## src/shared/uasp_pkg.sv

```systemverilog
//
// Purpose: constants, types and state encodings of the async serial port
// Assumes: byte-wide register port, one system clock
// Notes:   shared by the port logic and its baud tick generator
//
package uasp_pkg;

    // ----------------------------------------
    // register addresses
    // ----------------------------------------
    localparam logic [15:0] UASP_ADDR_AMODE = 16'hff70;
    localparam logic [15:0] UASP_ADDR_ESTAT = 16'hff71;
    localparam logic [15:0] UASP_ADDR_CMODE = 16'hff72;
    localparam logic [15:0] UASP_ADDR_BSEL  = 16'hff73;
    localparam logic [15:0] UASP_ADDR_DATA  = 16'hff74;
    localparam logic [15:0] UASP_ADDR_TFLAG = 16'hff75;

    // ----------------------------------------
    // field layouts and reset values
    // ----------------------------------------
    localparam int          UASP_TXE_BIT   = 7;
    localparam int          UASP_RXE_BIT   = 6;
    localparam int          UASP_PS_HI     = 5;
    localparam int          UASP_PS_LO     = 4;
    localparam int          UASP_CL_BIT    = 3;
    localparam int          UASP_SL_BIT    = 2;
    localparam int          UASP_TPS_HI    = 7;
    localparam int          UASP_TPS_LO    = 4;
    localparam int          UASP_ERR_PAR   = 2;
    localparam int          UASP_ERR_FRM   = 1;
    localparam int          UASP_ERR_OVR   = 0;
    localparam logic [7:0]  UASP_AMODE_MSK = 8'hfc;
    localparam logic [7:0]  UASP_CMODE_MSK = 8'h86;
    localparam logic [7:0]  UASP_BSEL_MSK  = 8'hf0;
    localparam logic [7:0]  UASP_RST_BYTE  = 8'h00;
    localparam logic [7:0]  UASP_MSB_MSK   = 8'h7f;
    localparam logic [3:0]  UASP_TPS_MAX   = 4'h7;

    // ----------------------------------------
    // parity modes
    // ----------------------------------------
    localparam logic [1:0]  UASP_PAR_NONE = 2'h0;
    localparam logic [1:0]  UASP_PAR_ZERO = 2'h1;
    localparam logic [1:0]  UASP_PAR_ODD  = 2'h2;
    localparam logic [1:0]  UASP_PAR_EVEN = 2'h3;

    // ----------------------------------------
    // timing: eight ticks per bit, 3-bit counter
    // ----------------------------------------
    localparam logic [2:0]  UASP_TICK_LAST = 3'h7;
    localparam logic [2:0]  UASP_HALF_LAST = 3'h3;
    localparam logic [3:0]  UASP_BITS7     = 4'h6;
    localparam logic [3:0]  UASP_BITS8     = 4'h7;

    // ----------------------------------------
    // types
    // ----------------------------------------
    typedef struct packed {
        logic [15:0] addr;
        logic [7:0]  wdata;
        logic        wr;
        logic        rd;
    } uasp_bus_t;

    typedef enum logic [2:0] {TX_IDLE, TX_START, TX_DATA, TX_PAR, TX_STOP} uasp_tx_st_t;
    typedef enum logic [2:0] {RX_IDLE, RX_START, RX_DATA, RX_PAR, RX_STOP} uasp_rx_st_t;

    function automatic logic uasp_ones_odd(input logic [7:0] d);
        return ^d;
    endfunction : uasp_ones_odd

endpackage : uasp_pkg
```

## src/logic/uasp_baud.sv

```systemverilog
//
// Purpose: baud tick generator, one tick per eighth of a bit
// Assumes: selection field 0..7, other codes stop the ticks
// Notes:   tick period is 2^(sel+2) system clocks
//
`timescale 1ns/1ps
module uasp_baud
    import uasp_pkg::*;
(
    // clock and reset
    input  wire logic       clock_i,
    input  wire logic       rstn_i,
    // selection
    input  wire logic [3:0] sel_i,
    // tick
    output logic            tick_o
);

    typedef struct packed {
        logic [8:0] cnt;
        logic       tick;
    } uasp_baud_st_t;

    uasp_baud_st_t s_r;
    uasp_baud_st_t s_nxt;

    function automatic logic [8:0] div_last(input logic [3:0] sel);
        logic [9:0] span;
        span = 10'h001 << (sel + 4'h2);
        return 9'(span - 10'h001);
    endfunction : div_last

    // ----------------------------------------
    // prescaler
    // ----------------------------------------
    always_comb begin
        s_nxt      = s_r;
        s_nxt.tick = 1'b0;
        if (sel_i > UASP_TPS_MAX) begin
            s_nxt.cnt = '0;
        end else if (s_r.cnt >= div_last(sel_i)) begin
            s_nxt.cnt  = '0;
            s_nxt.tick = 1'b1;
        end else begin
            s_nxt.cnt = s_r.cnt + 9'h001;
        end
    end

    always_ff @(posedge clock_i or negedge rstn_i) begin
        if (!rstn_i) begin
            s_r <= '0;
        end else begin
            s_r <= s_nxt;
        end
    end

    assign tick_o = s_r.tick;

endmodule : uasp_baud

```

## src/logic/uasp_top.sv

```systemverilog
//
// Purpose: asynchronous serial transmit and receive port
// Assumes: byte register port, 50 MHz system clock
// Notes:   clocked 3-wire mode register is held but does not shift
//
// Summary of operation
// - odd parity: even ones count is error
// - zero parity: send 0, never check
// - no parity: no bit sent, none expected
// - data write starts framed transmission
// - shift register empty raises transmit interrupt, flag
// - receive enable bit 6 starts line sampling
// - low line, half bit recheck, start
// - frame ends after one stop bit
// - frame end loads buffer, raises receive interrupt
// - errored frames still load and interrupt
// - clearing receive enable aborts, nothing changes
// - status bits parity 04, framing 02, overrun 01
// - framing no stop; overrun unread buffer
// - buffer read or next frame clears status
// - unread buffer keeps causing overrun
// - late disable outcome depends on timing
// - clocked mode register resets zero, bits 7,2,1
// - even parity generation and checking
// - odd parity generation
// - mode register fields at its address
// - seven bit mode drops bit 7
//
`timescale 1ns/1ps
module uasp_top
    import uasp_pkg::*;
(
    // clock and reset
    input  wire logic       clock_i,
    input  wire logic       rstn_i,
    // register port
    input  wire uasp_bus_t  bus_i,
    output logic [7:0]      rdata_o,
    // serial line
    input  wire logic       receive_line_i,
    output logic            txd_o,
    // events
    output logic            transmit_complete_irq_o,
    output logic            receive_complete_irq_o,
    output logic            transmit_complete_flag_o
);

    typedef struct packed {
        logic [7:0]  amode;
        logic [7:0]  cmode;
        logic [7:0]  bsel;
        logic [7:0]  rbuf;
        logic [2:0]  err;
        logic        unread;
        logic        tflag;
        uasp_tx_st_t tx_st;
        logic [2:0]  tcnt;
        logic [3:0]  tbits;
        logic [7:0]  tsh;
        logic        tpar;
        logic        tstop2;
        logic        txd;
        uasp_rx_st_t rx_st;
        logic [2:0]  rcnt;
        logic [3:0]  rbits;
        logic [7:0]  rsh;
        logic        rpar;
        logic [2:0]  rsync;
        logic        rxl;
        logic [7:0]  rdata;
        logic        tirq;
        logic        rirq;
    } uasp_state_t;

    uasp_state_t s_r;
    uasp_state_t s_nxt;
    logic        tick;
    logic        txe;
    logic        rxe;
    logic [1:0]  pmode;
    logic        char8;
    logic [3:0]  bits_last;
    logic [7:0]  wdat;
    logic [7:0]  rx_word;
    logic        frame_done;

    uasp_baud u_baud (
        .clock_i (clock_i),
        .rstn_i  (rstn_i),
        .sel_i   (s_r.bsel[UASP_TPS_HI:UASP_TPS_LO]),
        .tick_o  (tick)
    );

    assign txe       = s_r.amode[UASP_TXE_BIT];
    assign rxe       = s_r.amode[UASP_RXE_BIT];
    assign pmode     = s_r.amode[UASP_PS_HI:UASP_PS_LO];
    assign char8     = s_r.amode[UASP_CL_BIT];
    assign bits_last = char8 ? UASP_BITS8 : UASP_BITS7;
    assign wdat      = char8 ? bus_i.wdata : (bus_i.wdata & UASP_MSB_MSK);

    always_comb begin
        s_nxt      = s_r;
        s_nxt.tirq = 1'b0;
        s_nxt.rirq = 1'b0;
        rx_word    = '0;
        frame_done = 1'b0;

        // ----------------------------------------
        // pin synchroniser, three stages
        // ----------------------------------------
        s_nxt.rsync = {s_r.rsync[1:0], receive_line_i};
        if (s_r.rsync[1] == s_r.rsync[2]) begin
            s_nxt.rxl = s_r.rsync[2];
        end

        // ----------------------------------------
        // register reads
        // ----------------------------------------
        s_nxt.rdata = '0;
        if (bus_i.rd) begin
            case (bus_i.addr)
                UASP_ADDR_AMODE: s_nxt.rdata = s_r.amode;
                UASP_ADDR_ESTAT: s_nxt.rdata = {5'h00, s_r.err};
                UASP_ADDR_CMODE: s_nxt.rdata = s_r.cmode;
                UASP_ADDR_BSEL:  s_nxt.rdata = s_r.bsel;
                UASP_ADDR_TFLAG: s_nxt.rdata = {7'h00, s_r.tflag};
                UASP_ADDR_DATA: begin
                    s_nxt.rdata  = s_r.rbuf;
                    s_nxt.err    = '0;
                    s_nxt.unread = 1'b0;
                end
                default:         s_nxt.rdata = '0;
            endcase
            if (bus_i.addr == UASP_ADDR_TFLAG) begin
                s_nxt.tflag = 1'b0;
            end
        end

        // ----------------------------------------
        // register writes
        // ----------------------------------------
        if (bus_i.wr) begin
            case (bus_i.addr)
                UASP_ADDR_AMODE: s_nxt.amode = bus_i.wdata & UASP_AMODE_MSK;
                UASP_ADDR_CMODE: s_nxt.cmode = bus_i.wdata & UASP_CMODE_MSK;
                UASP_ADDR_BSEL:  s_nxt.bsel  = bus_i.wdata & UASP_BSEL_MSK;
                UASP_ADDR_DATA: begin
                    if (txe && s_r.tx_st == TX_IDLE) begin
                        s_nxt.tsh   = wdat;
                        s_nxt.tx_st = TX_START;
                        s_nxt.txd   = 1'b0;
                        s_nxt.tcnt  = '0;
                        s_nxt.tpar  = (pmode == UASP_PAR_EVEN) ? uasp_ones_odd(wdat)
                                    : (pmode == UASP_PAR_ODD) ? ~uasp_ones_odd(wdat)
                                    : 1'b0;
                    end
                end
                default: ;
            endcase
        end

        // ----------------------------------------
        // transmitter
        // ----------------------------------------
        if (!txe) begin
            s_nxt.tx_st = TX_IDLE;
            s_nxt.txd   = 1'b1;
        end else if (tick && s_r.tx_st != TX_IDLE) begin
            s_nxt.tcnt = s_r.tcnt + 3'h1;
            if (s_r.tcnt == UASP_TICK_LAST) begin
                case (s_r.tx_st)
                    TX_START: begin
                        s_nxt.tx_st = TX_DATA;
                        s_nxt.tbits = '0;
                        s_nxt.txd   = s_r.tsh[0];
                    end
                    TX_DATA: begin
                        s_nxt.tsh   = s_r.tsh >> 1;
                        s_nxt.tbits = s_r.tbits + 4'h1;
                        if (s_r.tbits != bits_last) begin
                            s_nxt.txd = s_r.tsh[1];
                        end else if (pmode == UASP_PAR_NONE) begin
                            s_nxt.tx_st  = TX_STOP;
                            s_nxt.txd    = 1'b1;
                            s_nxt.tstop2 = s_r.amode[UASP_SL_BIT];
                        end else begin
                            s_nxt.tx_st = TX_PAR;
                            s_nxt.txd   = s_r.tpar;
                        end
                    end
                    TX_PAR: begin
                        s_nxt.tx_st  = TX_STOP;
                        s_nxt.txd    = 1'b1;
                        s_nxt.tstop2 = s_r.amode[UASP_SL_BIT];
                    end
                    TX_STOP: begin
                        if (s_r.tstop2) begin
                            s_nxt.tstop2 = 1'b0;
                        end else begin
                            s_nxt.tx_st = TX_IDLE;
                            s_nxt.tirq  = 1'b1;
                            s_nxt.tflag = 1'b1;
                        end
                    end
                    default: s_nxt.tx_st = TX_IDLE;
                endcase
            end
        end

        // ----------------------------------------
        // receiver
        // ----------------------------------------
        if (!rxe) begin
            s_nxt.rx_st = RX_IDLE;
        end else begin
            case (s_r.rx_st)
                RX_IDLE: begin
                    if (s_r.rxl && !s_nxt.rxl) begin
                        s_nxt.rx_st = RX_START;
                        s_nxt.rcnt  = '0;
                    end
                end
                RX_START: begin
                    if (tick) begin
                        s_nxt.rcnt = s_r.rcnt + 3'h1;
                        if (s_r.rcnt == UASP_HALF_LAST) begin
                            s_nxt.rx_st = s_r.rxl ? RX_IDLE : RX_DATA;
                            s_nxt.rcnt  = '0;
                            s_nxt.rbits = '0;
                        end
                    end
                end
                RX_DATA, RX_PAR, RX_STOP: begin
                    if (tick) begin
                        s_nxt.rcnt = s_r.rcnt + 3'h1;
                        if (s_r.rcnt == UASP_TICK_LAST) begin
                            if (s_r.rx_st == RX_DATA) begin
                                s_nxt.rsh   = {s_r.rxl, s_r.rsh[7:1]};
                                s_nxt.rbits = s_r.rbits + 4'h1;
                                if (s_r.rbits == bits_last) begin
                                    s_nxt.rx_st = (pmode == UASP_PAR_NONE) ? RX_STOP
                                                                          : RX_PAR;
                                    if (!char8) begin
                                        s_nxt.rsh = {1'b0, s_r.rxl, s_r.rsh[7:2]};
                                    end
                                end
                            end else if (s_r.rx_st == RX_PAR) begin
                                s_nxt.rpar  = s_r.rxl;
                                s_nxt.rx_st = RX_STOP;
                            end else begin
                                frame_done  = 1'b1;
                                s_nxt.rx_st = RX_IDLE;
                            end
                        end
                    end
                end
                default: s_nxt.rx_st = RX_IDLE;
            endcase
        end

        // ----------------------------------------
        // frame completion, set wins over read
        // ----------------------------------------
        if (frame_done) begin
            rx_word                 = s_r.rsh;
            s_nxt.rbuf              = rx_word;
            s_nxt.rirq              = 1'b1;
            s_nxt.err               = '0;
            s_nxt.err[UASP_ERR_FRM] = !s_r.rxl;
            s_nxt.err[UASP_ERR_OVR] = s_r.unread;
            case (pmode)
                UASP_PAR_ODD:  s_nxt.err[UASP_ERR_PAR] = !(uasp_ones_odd(rx_word) ^ s_r.rpar);
                UASP_PAR_EVEN: s_nxt.err[UASP_ERR_PAR] = uasp_ones_odd(rx_word) ^ s_r.rpar;
                default:       s_nxt.err[UASP_ERR_PAR] = 1'b0;
            endcase
            s_nxt.unread            = 1'b1;
        end
    end

    always_ff @(posedge clock_i or negedge rstn_i) begin
        if (!rstn_i) begin
            s_r       <= '0;
            s_r.txd   <= 1'b1;
            s_r.rxl   <= 1'b1;
            s_r.rsync <= 3'h7;
            s_r.cmode <= UASP_RST_BYTE;
        end else begin
            s_r <= s_nxt;
        end
    end

    assign rdata_o                  = s_r.rdata;
    assign txd_o                    = s_r.txd;
    assign transmit_complete_irq_o  = s_r.tirq;
    assign receive_complete_irq_o   = s_r.rirq;
    assign transmit_complete_flag_o = s_r.tflag;
endmodule : uasp_top

```

## config.mk

```make
export PLATFORM = sky130hd
export DESIGN_NAME = uasp_top
export DESIGN_NICKNAME = d
export VERILOG_FILES = /design/src/shared/uasp_pkg.sv /design/src/logic/uasp_baud.sv /design/src/logic/uasp_top.sv
export SDC_FILE = /design/constraint.sdc
export NUM_CORES = 1
export LEC_CHECK = 0
export ABC_AREA = 1
export CAP_MARGIN = 0
export CORE_MARGIN = 5
export CORE_UTILIZATION = 45
export CTS_BUF_LIST = sky130_fd_sc_hd__clkbuf_4 sky130_fd_sc_hd__clkbuf_8 sky130_fd_sc_hd__clkbuf_16
export DETAILED_ROUTE_END_ITERATION = 12
export DONT_BUFFER_PORTS = 1
export PLACE_DENSITY = 0.63
export SLEW_MARGIN = 20
export SYNTH_ARGS = -nofsm -noshare
export SYNTH_HDL_FRONTEND = slang
export SYNTH_SLANG_ARGS = --single-unit
export TNS_END_PERCENT = 50
```

## constraint.sdc

```tcl
create_clock -name clock_i -period 2.5 [get_ports clock_i]
set_input_delay 0.5 -clock clock_i [delete_from_list [all_inputs] [get_ports clock_i]]
set_output_delay 0.5 -clock clock_i [all_outputs]
set_load 0.005 [all_outputs]
```

==> summary.md, run 1 <==
| Metric | Value |
|---|---|
| # port buffers | `0` |
| Layout net count | `approximately 730` |
| Post-Syn Instances | `between 600 and 700` |
| Ratio of cells with drive above 1 in the final layout | `18.8%` |
| Net Sw Frac | `~22%` |
| Routed Wire Length | `around 12000 um` |
| CP Launch Type | `register` |
| Non-filler cells, final | `slightly above 800` |
| EDFF count, synth | `0` |
| Met3 usage | `under 10%` |
| Final HPWL DP | `8770 um` |
| R2R depth | `15` |
| Int Pwr | `roughly 2.3 mW` |
| CTS max path bufs | `2` |
| Global-route wire length before repair | `approximately 20000 um` |
| Top cell family by delay on the critical path | `adder cells` |
| Sequential power share | `roughly half` |
| Initial core utilization | `a little under half` |
| CTS root buf | `clkbuf_16` |
| Die W | `between 100 and 150 um` |
| Die height | `119 um` |
| Period utilization | `105%` |
| Max Slew Vio Count | `0` |
| Pwr per Cell Area | `slightly below 500 mW/mm^2` |
| Critical path cell sequence | `ha_4 -> inv_4 -> nand4_1 -> ha_4 -> inv_4 -> nor2_4 -> nand2_2 -> nor2_2 -> xor2_1 -> ha_1 -> a21oi_2 -> o21a_1 -> nand4_1 -> buf_2 -> nor3_2` |
| Worst-path fanout max | `5` |
| WP data arrival | `2.89 ns` |
| Yosys cell types | `45` |
| Yosys top cell by area | `dfrtp_1` |
| Synth Flop Type | `dfrtp_1` |
| Hold_ws | `-0.156 ns` |
| Crit path kind | `reg -> reg` |
| Core ar. | `~0.012 mm^2` |
| DR vias/cell | `5.11` |
| Synth Area per Inst | `between 8 and 9 um^2` |
| Maximum clock frequency | `around 0.38 GHz` |
| Reg2reg setup slack | `-0.12 ns` |
| Worst Skew | `0.00651 ns` |
| Switch Pwr | `approximately 0.63 mW` |
| Commonest non-fill, non-tap cell in the layout | `nand2_1` |
| TritonCTS Sinks | `90` |
| Initial antenna violation count | `0` |
| Antenna viol nets, final | `0` |
| Drt wl/cell | `14.0 um` |
| VDD IR-drop max | `~250 uV` |
| Reg clk slew, reported paths | `around 0.070 ns` |
| Commonest cells after routing, fill and taps aside | `nand2_1 (151), dfrtp_1 (85), inv_1 (69), nor2_1 (53), o21ai_0 (41)` |
| Max Cap Viol | `0` |
| Setup ws final | `-0.123 ns` |
| Mapped Area | `between 0.005 and 0.006 mm^2` |
| H-tree depth | `3` |
| Share of the synthesized area in the top cell type | `~40%` |
| Syn Nets | `just over 700` |
| Async set-reset flop share out of synthesis | `100%` |
| Placer Congestion | `between 0.8 and 0.9` |
| Crit path largest cell delay | `just over 0.4 ns` |
| Clock power share | `47.8%` |
| First DRT Iteration DRCs | `between 200 and 300` |
| Yosys warning total | `0` |
| Antenna Cells | `0` |
| GRT overflow | `0` |
| Tmin final | `between 2 and 3 ns` |
| Number of buffers created by CTS | `9` |
| Final Hold Viols | `a little under 90` |
| Pin count of the biggest net entering global routing | `91` |
| Sequential cell area fraction in the yosys report | `42.5%` |
| Worst relative slew slack | `between 50% and 60%` |
| CP bufs+invs | `3` |
| GR Util met1 | `24.1%` |
| Setup WS pre-CTS | `-0.177 ns` |
| Max stage delay cell, worst path | `dfrtp_1` |
| Hold crit path type | `in -> async` |
| All-Layer GR Usage | `between 10% and 20%` |
| Worst Tran Pin Value | `around 0.64 ns` |
| Drt drc | `0` |
| Clock Latency Late Sink | `0.35 ns` |
| Yosys reg bits | `90` |
| Die ar. | `between 0.01 and 0.015 mm^2` |
| Vias in the first global route | `4128` |
| Pleak | `between 2 and 3 nW` |
| Synth top area cells | `dfrtp_1 (40%), nand2_1 (11%), inv_1 (5.1%)` |
| I/O pins | `41` |
| WP data required | `around 2.8 ns` |
| Detailed Routing Iterations Pass 1 | `4` |
| CTS tree | `yes` |
| Levels on crit path | `15` |
| GR Util met2 | `a little over a quarter` |
| Critical path capture point type | `register` |
| Failing checks | `hold timing, setup timing` |
| GRT Max-Usage Layer | `met2` |
| R2R Path End | `u_baud.s_r[5]` |
| RSZ-0062 raised after global routing | `yes` |
| Status | `finished, violations left` |
| DP Cell Count | `between 800 and 900` |
| Setup-failing EPs final | `10` |
| Part of the total power dissipated in combinational logic | `approximately 1.5%` |
| Via count | `between 4k and 5k` |
| Layout area overhead | `12.0%` |
| # rows | `39` |
| Worst R2R Start | `s_r[72]` |
[logic make-up after synthesis]
group / after synthesis / synth area share, %
xor+xnor: 21 / 3.46
compound gates: 106 / 11.1
fa+ha+maj: 21 / 4.90
mux: 3 / 0.636
flops: 90 / 42.5
simple gates: 321 / 28.9
buf+inv: 100 / 8.46
[through the flow]
step                      total power, mW  hold WS [ns]  area [um^2]  utilization (%)  setup TNS, ns
after detailed placement             1.54         0.208         5560             48.3          -1.23
after global routing                 3.00        -0.181         5950             51.6          -3.25
after CTS                            2.93        -0.171         5930             51.5          -1.05
after global placement               1.54         0.208         5560             48.3         -0.282
after floorplan                      1.53         0.204         5370                -         -0.655
final                                2.90        -0.156         5950             51.6         -0.927
[how the worst max path moves through the flow]
stage / start / end
after floorplan: s_r[72] / u_baud.s_r[2]
after global placement: s_r[73] / u_baud.s_r[2]
after detailed placement: s_r[73] / u_baud.s_r[2]
after CTS: s_r[73] / u_baud.s_r[2]
after global routing: s_r[73] / u_baud.s_r[6]
final: s_r[72] / u_baud.s_r[5]
[what timing repair did]
action,4_1_cts,5_1_grt
endpoints found under the hold margin,90,89
buffers inserted,2,0
endpoints found under the setup margin,10,10
pin swaps,7,0
gates cloned,1,0
resized for setup,10,4
[flip-flops by register name (all words and copies together) (netlist names), 2 cells and up]
name        count
u_baud.s_r      9
rdata_o         8
s_nxt           2
pmode           2
s_r            62
[routing by layer]
layer	vias to the layer above	share of wire, %	wire length (um)
li1	2194	-	-
met1	1936	48	5550
met2	94	45	5270
met3	5	6.1	705
met4	0	0.83	97
met5	-	0	0
[power groups by stage]
| stage | Clock [mW] | Sequential, mW | Combinational, mW |
|---|---|---|---|
| 2_1_floorplan | 0 | 1.49 | 0.0348 |
| 3_3_place_gp | 0 | 1.50 | 0.0410 |
| 3_5_place_dp | 0 | 1.50 | 0.0423 |
| 4_1_cts | 1.42 | 1.47 | 0.0424 |
| 5_1_grt | 1.49 | 1.47 | 0.0481 |
| 6_report | 1.39 | 1.47 | 0.0424 |
[worst reg2reg max path, cell delays in order, from the launching register on]
cell and delay, ns:
dfrtp_1 0.41, ha_4 0.32, inv_4 0.05, nand4_1 0.13
ha_4 0.16, inv_4 0.04, nor2_4 0.10, nand2_2 0.07
nor2_2 0.09, xor2_1 0.17, ha_1 0.29, a21oi_2 0.14
o21a_1 0.13, nand4_1 0.13, buf_2 0.20, nor3_2 0.13
[final cells by class]
class                   instances  area [um^2]
repair buffers                 22          166
clock inverters                 7         77.6
multi-input cells             472         2710
fillers                      1109         5570
inverters                      85          333
flip-flops and latches         90         2260
well taps                     143          179
clock buffers                   9          225
[synth_stat cells, types with 4 or more instances]
| master | count |
|---|---|
| xnor2_1 | 9 |
| nand3_1 | 34 |
| nand4_1 | 10 |
| o21ai_0 | 41 |
| nand2_4 | 5 |
| dfrtp_1 | 85 |
| nor2_4 | 5 |
| buf_4 | 10 |
| nand3b_1 | 4 |
| ha_1 | 20 |
| xor2_1 | 12 |
| a21oi_1 | 20 |
| o21ai_1 | 24 |
| nand2_1 | 154 |
| o211ai_1 | 7 |
| inv_1 | 72 |
| nor2_2 | 10 |
| buf_6 | 4 |
| dfstp_2 | 5 |
| nor3_1 | 17 |
| nand3_2 | 5 |
| nor2_1 | 55 |
| nor3_2 | 4 |
| nand2_2 | 10 |
| inv_2 | 11 |
| o22ai_1 | 4 |
No activity file was read; power rests on OpenSTA's default activity.
==> run 2, diff against run 1 <==
Settings changed: PLACE_DENSITY 0.63 to 0.61.
Clock period 2.5 ns to 2.68 ns, I/O delays scaled along.
==> run 2 against run 1 <==
  * The flow finishes with violations (setup timing)
  * Cell count fell by 0.60%
  * First-iteration DRC count grew 11%
  * Sequential share of layout area about the same
  * Worst setup slack better by 0.11 ns
  * Count of clock-buffer cells in the layout up 4
  * Design area barely moved
  * Critical path depth is 1 higher
  * Via count increased by 1.9%
  * Fmax decreased by 2.6%
  * Flip-flop and latch count unchanged
  * Utilization about the same
  * Clock skew increased by 0.00078 ns
==> summary.md, run 2 (synthesized netlist as in run 1, its figures left out) <==
| Metric | Value |
|---|---|
| Status | `finished, violations left` |
| Failing checks | `setup timing` |
| CTS max path bufs | `2` |
| Max Cap Viol | `0` |
| Maximum clock frequency | `0.371 GHz` |
| Routed Wire Length | `about 12000 um` |
| Final Hold Viols | `0` |
| Pin count of the biggest net entering global routing | `between 80 and 90` |
| Worst relative slew slack | `a little under three fifths` |
| Max stage delay cell, worst path | `dfrtp_1` |
| Filler Cells Inserted | `between 1k and 1.5k` |
| DR vias/cell | `roughly 5.2` |
| Die ar. | `about 0.014 mm^2` |
| Worst-path fanout max | `5` |
| Crit path kind | `reg -> reg` |
| CTS tree | `yes` |
| Tmin final | `2.69 ns` |
| # rows | `39` |
| RSZ-0062 raised after global routing | `yes` |
| All-Layer GR Usage | `approximately 18%` |
| Clock Latency Late Sink | `between 0.3 and 0.4 ns` |
| Setup-failing EPs final | `1` |
| Layout area overhead | `11.9%` |
| Final HPWL DP | `8630 um` |
| Setup TNS | `-0.0139 ns` |
| Multi-input logic area | `between 0.002 and 0.003 mm^2` |
| Critical path cell sequence | `buf_6 -> clkinvlp_4 -> nor3_4 -> nand2_2 -> ha_2 -> inv_2 -> nor2_4 -> nand2_2 -> nor2_2 -> xor2_1 -> ha_1 -> a21oi_2 -> o21a_1 -> nand4_1 -> buf_6 -> nor3b_2` |
| Drt drc | `0` |
| I/O pins | `41` |
| WP data arrival | `between 2 and 3 ns` |
| Antenna Cells | `0` |
| TritonCTS Sinks | `90` |
| Max Slew Vio Count | `0` |
| Commonest cells after routing, fill and taps aside | `nand2_1 (149), dfrtp_1 (85), inv_1 (67), nor2_1 (53), o21ai_0 (41)` |
| GRT overflow | `0` |
| Pleak | `2.87 nW` |
| Top reg by flops | `s_r` |
| Worst Skew | `about 0.0073 ns` |
| Initial antenna violation count | `0` |
| Placer Congestion | `~0.85` |
| Levels on crit path | `16` |
| Commonest non-fill, non-tap cell in the layout | `nand2_1` |
| CP Launch Type | `register` |
| Reg area | `~0.0023 mm^2` |
| WP data required | `~3 ns` |
| # port buffers | `0` |
| Hold_ws | `0.0347 ns` |
| Top cell family by delay on the critical path | `simple AND/OR/NAND/NOR gates` |
| Pwr per Cell Area | `459 mW/mm^2` |
| Global-route wire length before repair | `about 20000 um` |
| Die W | `about 120 um` |
| Critical path capture point type | `register` |
| Worst Tran Pin Value | `0.646 ns` |
| CP bufs+invs | `4` |
| Vias in the first global route | `about 4.2k` |
| VDD IR-drop max | `about 280 uV` |
| Setup ws final | `-0.0139 ns` |
| R2R depth | `16` |
| First DRT Iteration DRCs | `283` |
| CTS root buf | `clkbuf_16` |
| Max FFs per register | `62` |
| Initial core utilization | `approximately 46%` |
| Period utilization | `101%` |
| Antenna viol nets, final | `0` |
| H-tree depth | `3` |
| Non-filler cells, final | `about 820` |
| Via count | `around 4.3k` |
| Number of buffers created by CTS | `9` |
| Detailed Routing Iterations Pass 1 | `5` |
| Drt wl/cell | `roughly 14 um` |
| Core ar. | `0.0115 mm^2` |
| Crit path largest cell delay | `between 0.3 and 0.4 ns` |
| Reg clk slew, reported paths | `0.06 ns` |
| DP Cell Count | `~800` |
| Layout net count | `around 720` |
| Ratio of cells with drive above 1 in the final layout | `18.7%` |
| Die height | `about 120 um` |
| Hold crit path type | `in -> async` |
run 2: cell count changes in the layout (fill, tap and decap cells not counted), sizes merged:
cell	delta
buf	-5
inv	-3
clkinv	-1
clkbuf	+4
run 2: worst paths after layout:
path	start	to	slack, ns
max	s_r[72]	u_baud.s_r[2]	-0.01
min reg2reg	s_nxt[12]	s_nxt[13]	0.36
max in group asynchronous	rstn_i	s_r[45]	2.24
max reg2reg	s_r[72]	u_baud.s_r[2]	-0.01
min	rstn_i	s_r[10]	0.03
min in group clock_i	receive_line_i	s_nxt[12]	0.19
run 2: stage by stage:
stage | instance area, um^2 | setup slack [ns] | power (mW) | util, %
after floorplan | 5330 | 0.0172 | 1.43 | -
after global placement | 5430 | 0.0701 | 1.43 | 47.1
after detailed placement | 5430 | -0.0449 | 1.43 | 47.1
after CTS | 5890 | -0.00643 | 2.77 | 51.1
after global routing | 5940 | -0.196 | 2.84 | 51.6
final | 5940 | -0.0139 | 2.73 | 51.6
run 2: final cells by class:
cell class	count	area share [%]
Clock buffer	13	4.40
Clock inverter	3	0.674
Inverter	85	5.62
Multi-Input combinational cell	472	45.5
Sequential cell	90	38.0
Tap cell	143	3.01
Timing Repair Buffer	17	2.74
run 2: worst reg2reg max path, delay by kind of cell (launching register included):
kind,cells,cell delay [ns]
AO/OA/AOI/OAI,2,0.26
flip-flops,1,0.39
AND/OR/NAND/NOR,7,0.79
XOR/XNOR,1,0.15
buffers and inverters,4,0.51
adder cells (fa/ha/maj),2,0.52
run 2: metal layers:
layer  vias up  wire length, um  GRT usage (%)
met5         -                0              0
met4         0              206           5.94
met3        18              688           4.54
met1      1989             5630           24.6
met2       104             5290           27.0
li1       2197                -              -
run 2: power breakdown:
part	total, mW	switching, mW	internal [mW]
Sequential	1.37	0.00412	1.37
Clock	1.29	0.513	0.777
Combinational	0.0689	0.0496	0.0194
Total	2.73	0.567	2.16
run 2: what timing repair did:
item                                    4_1_cts  5_1_grt
resized for setup                            18       14
endpoints found under the setup margin        5       10
hold buffers                                  1        0
endpoints found under the hold margin        85        0
cloned                                        1        0
pin swaps                                    13        7
setup buffers                                 8        2
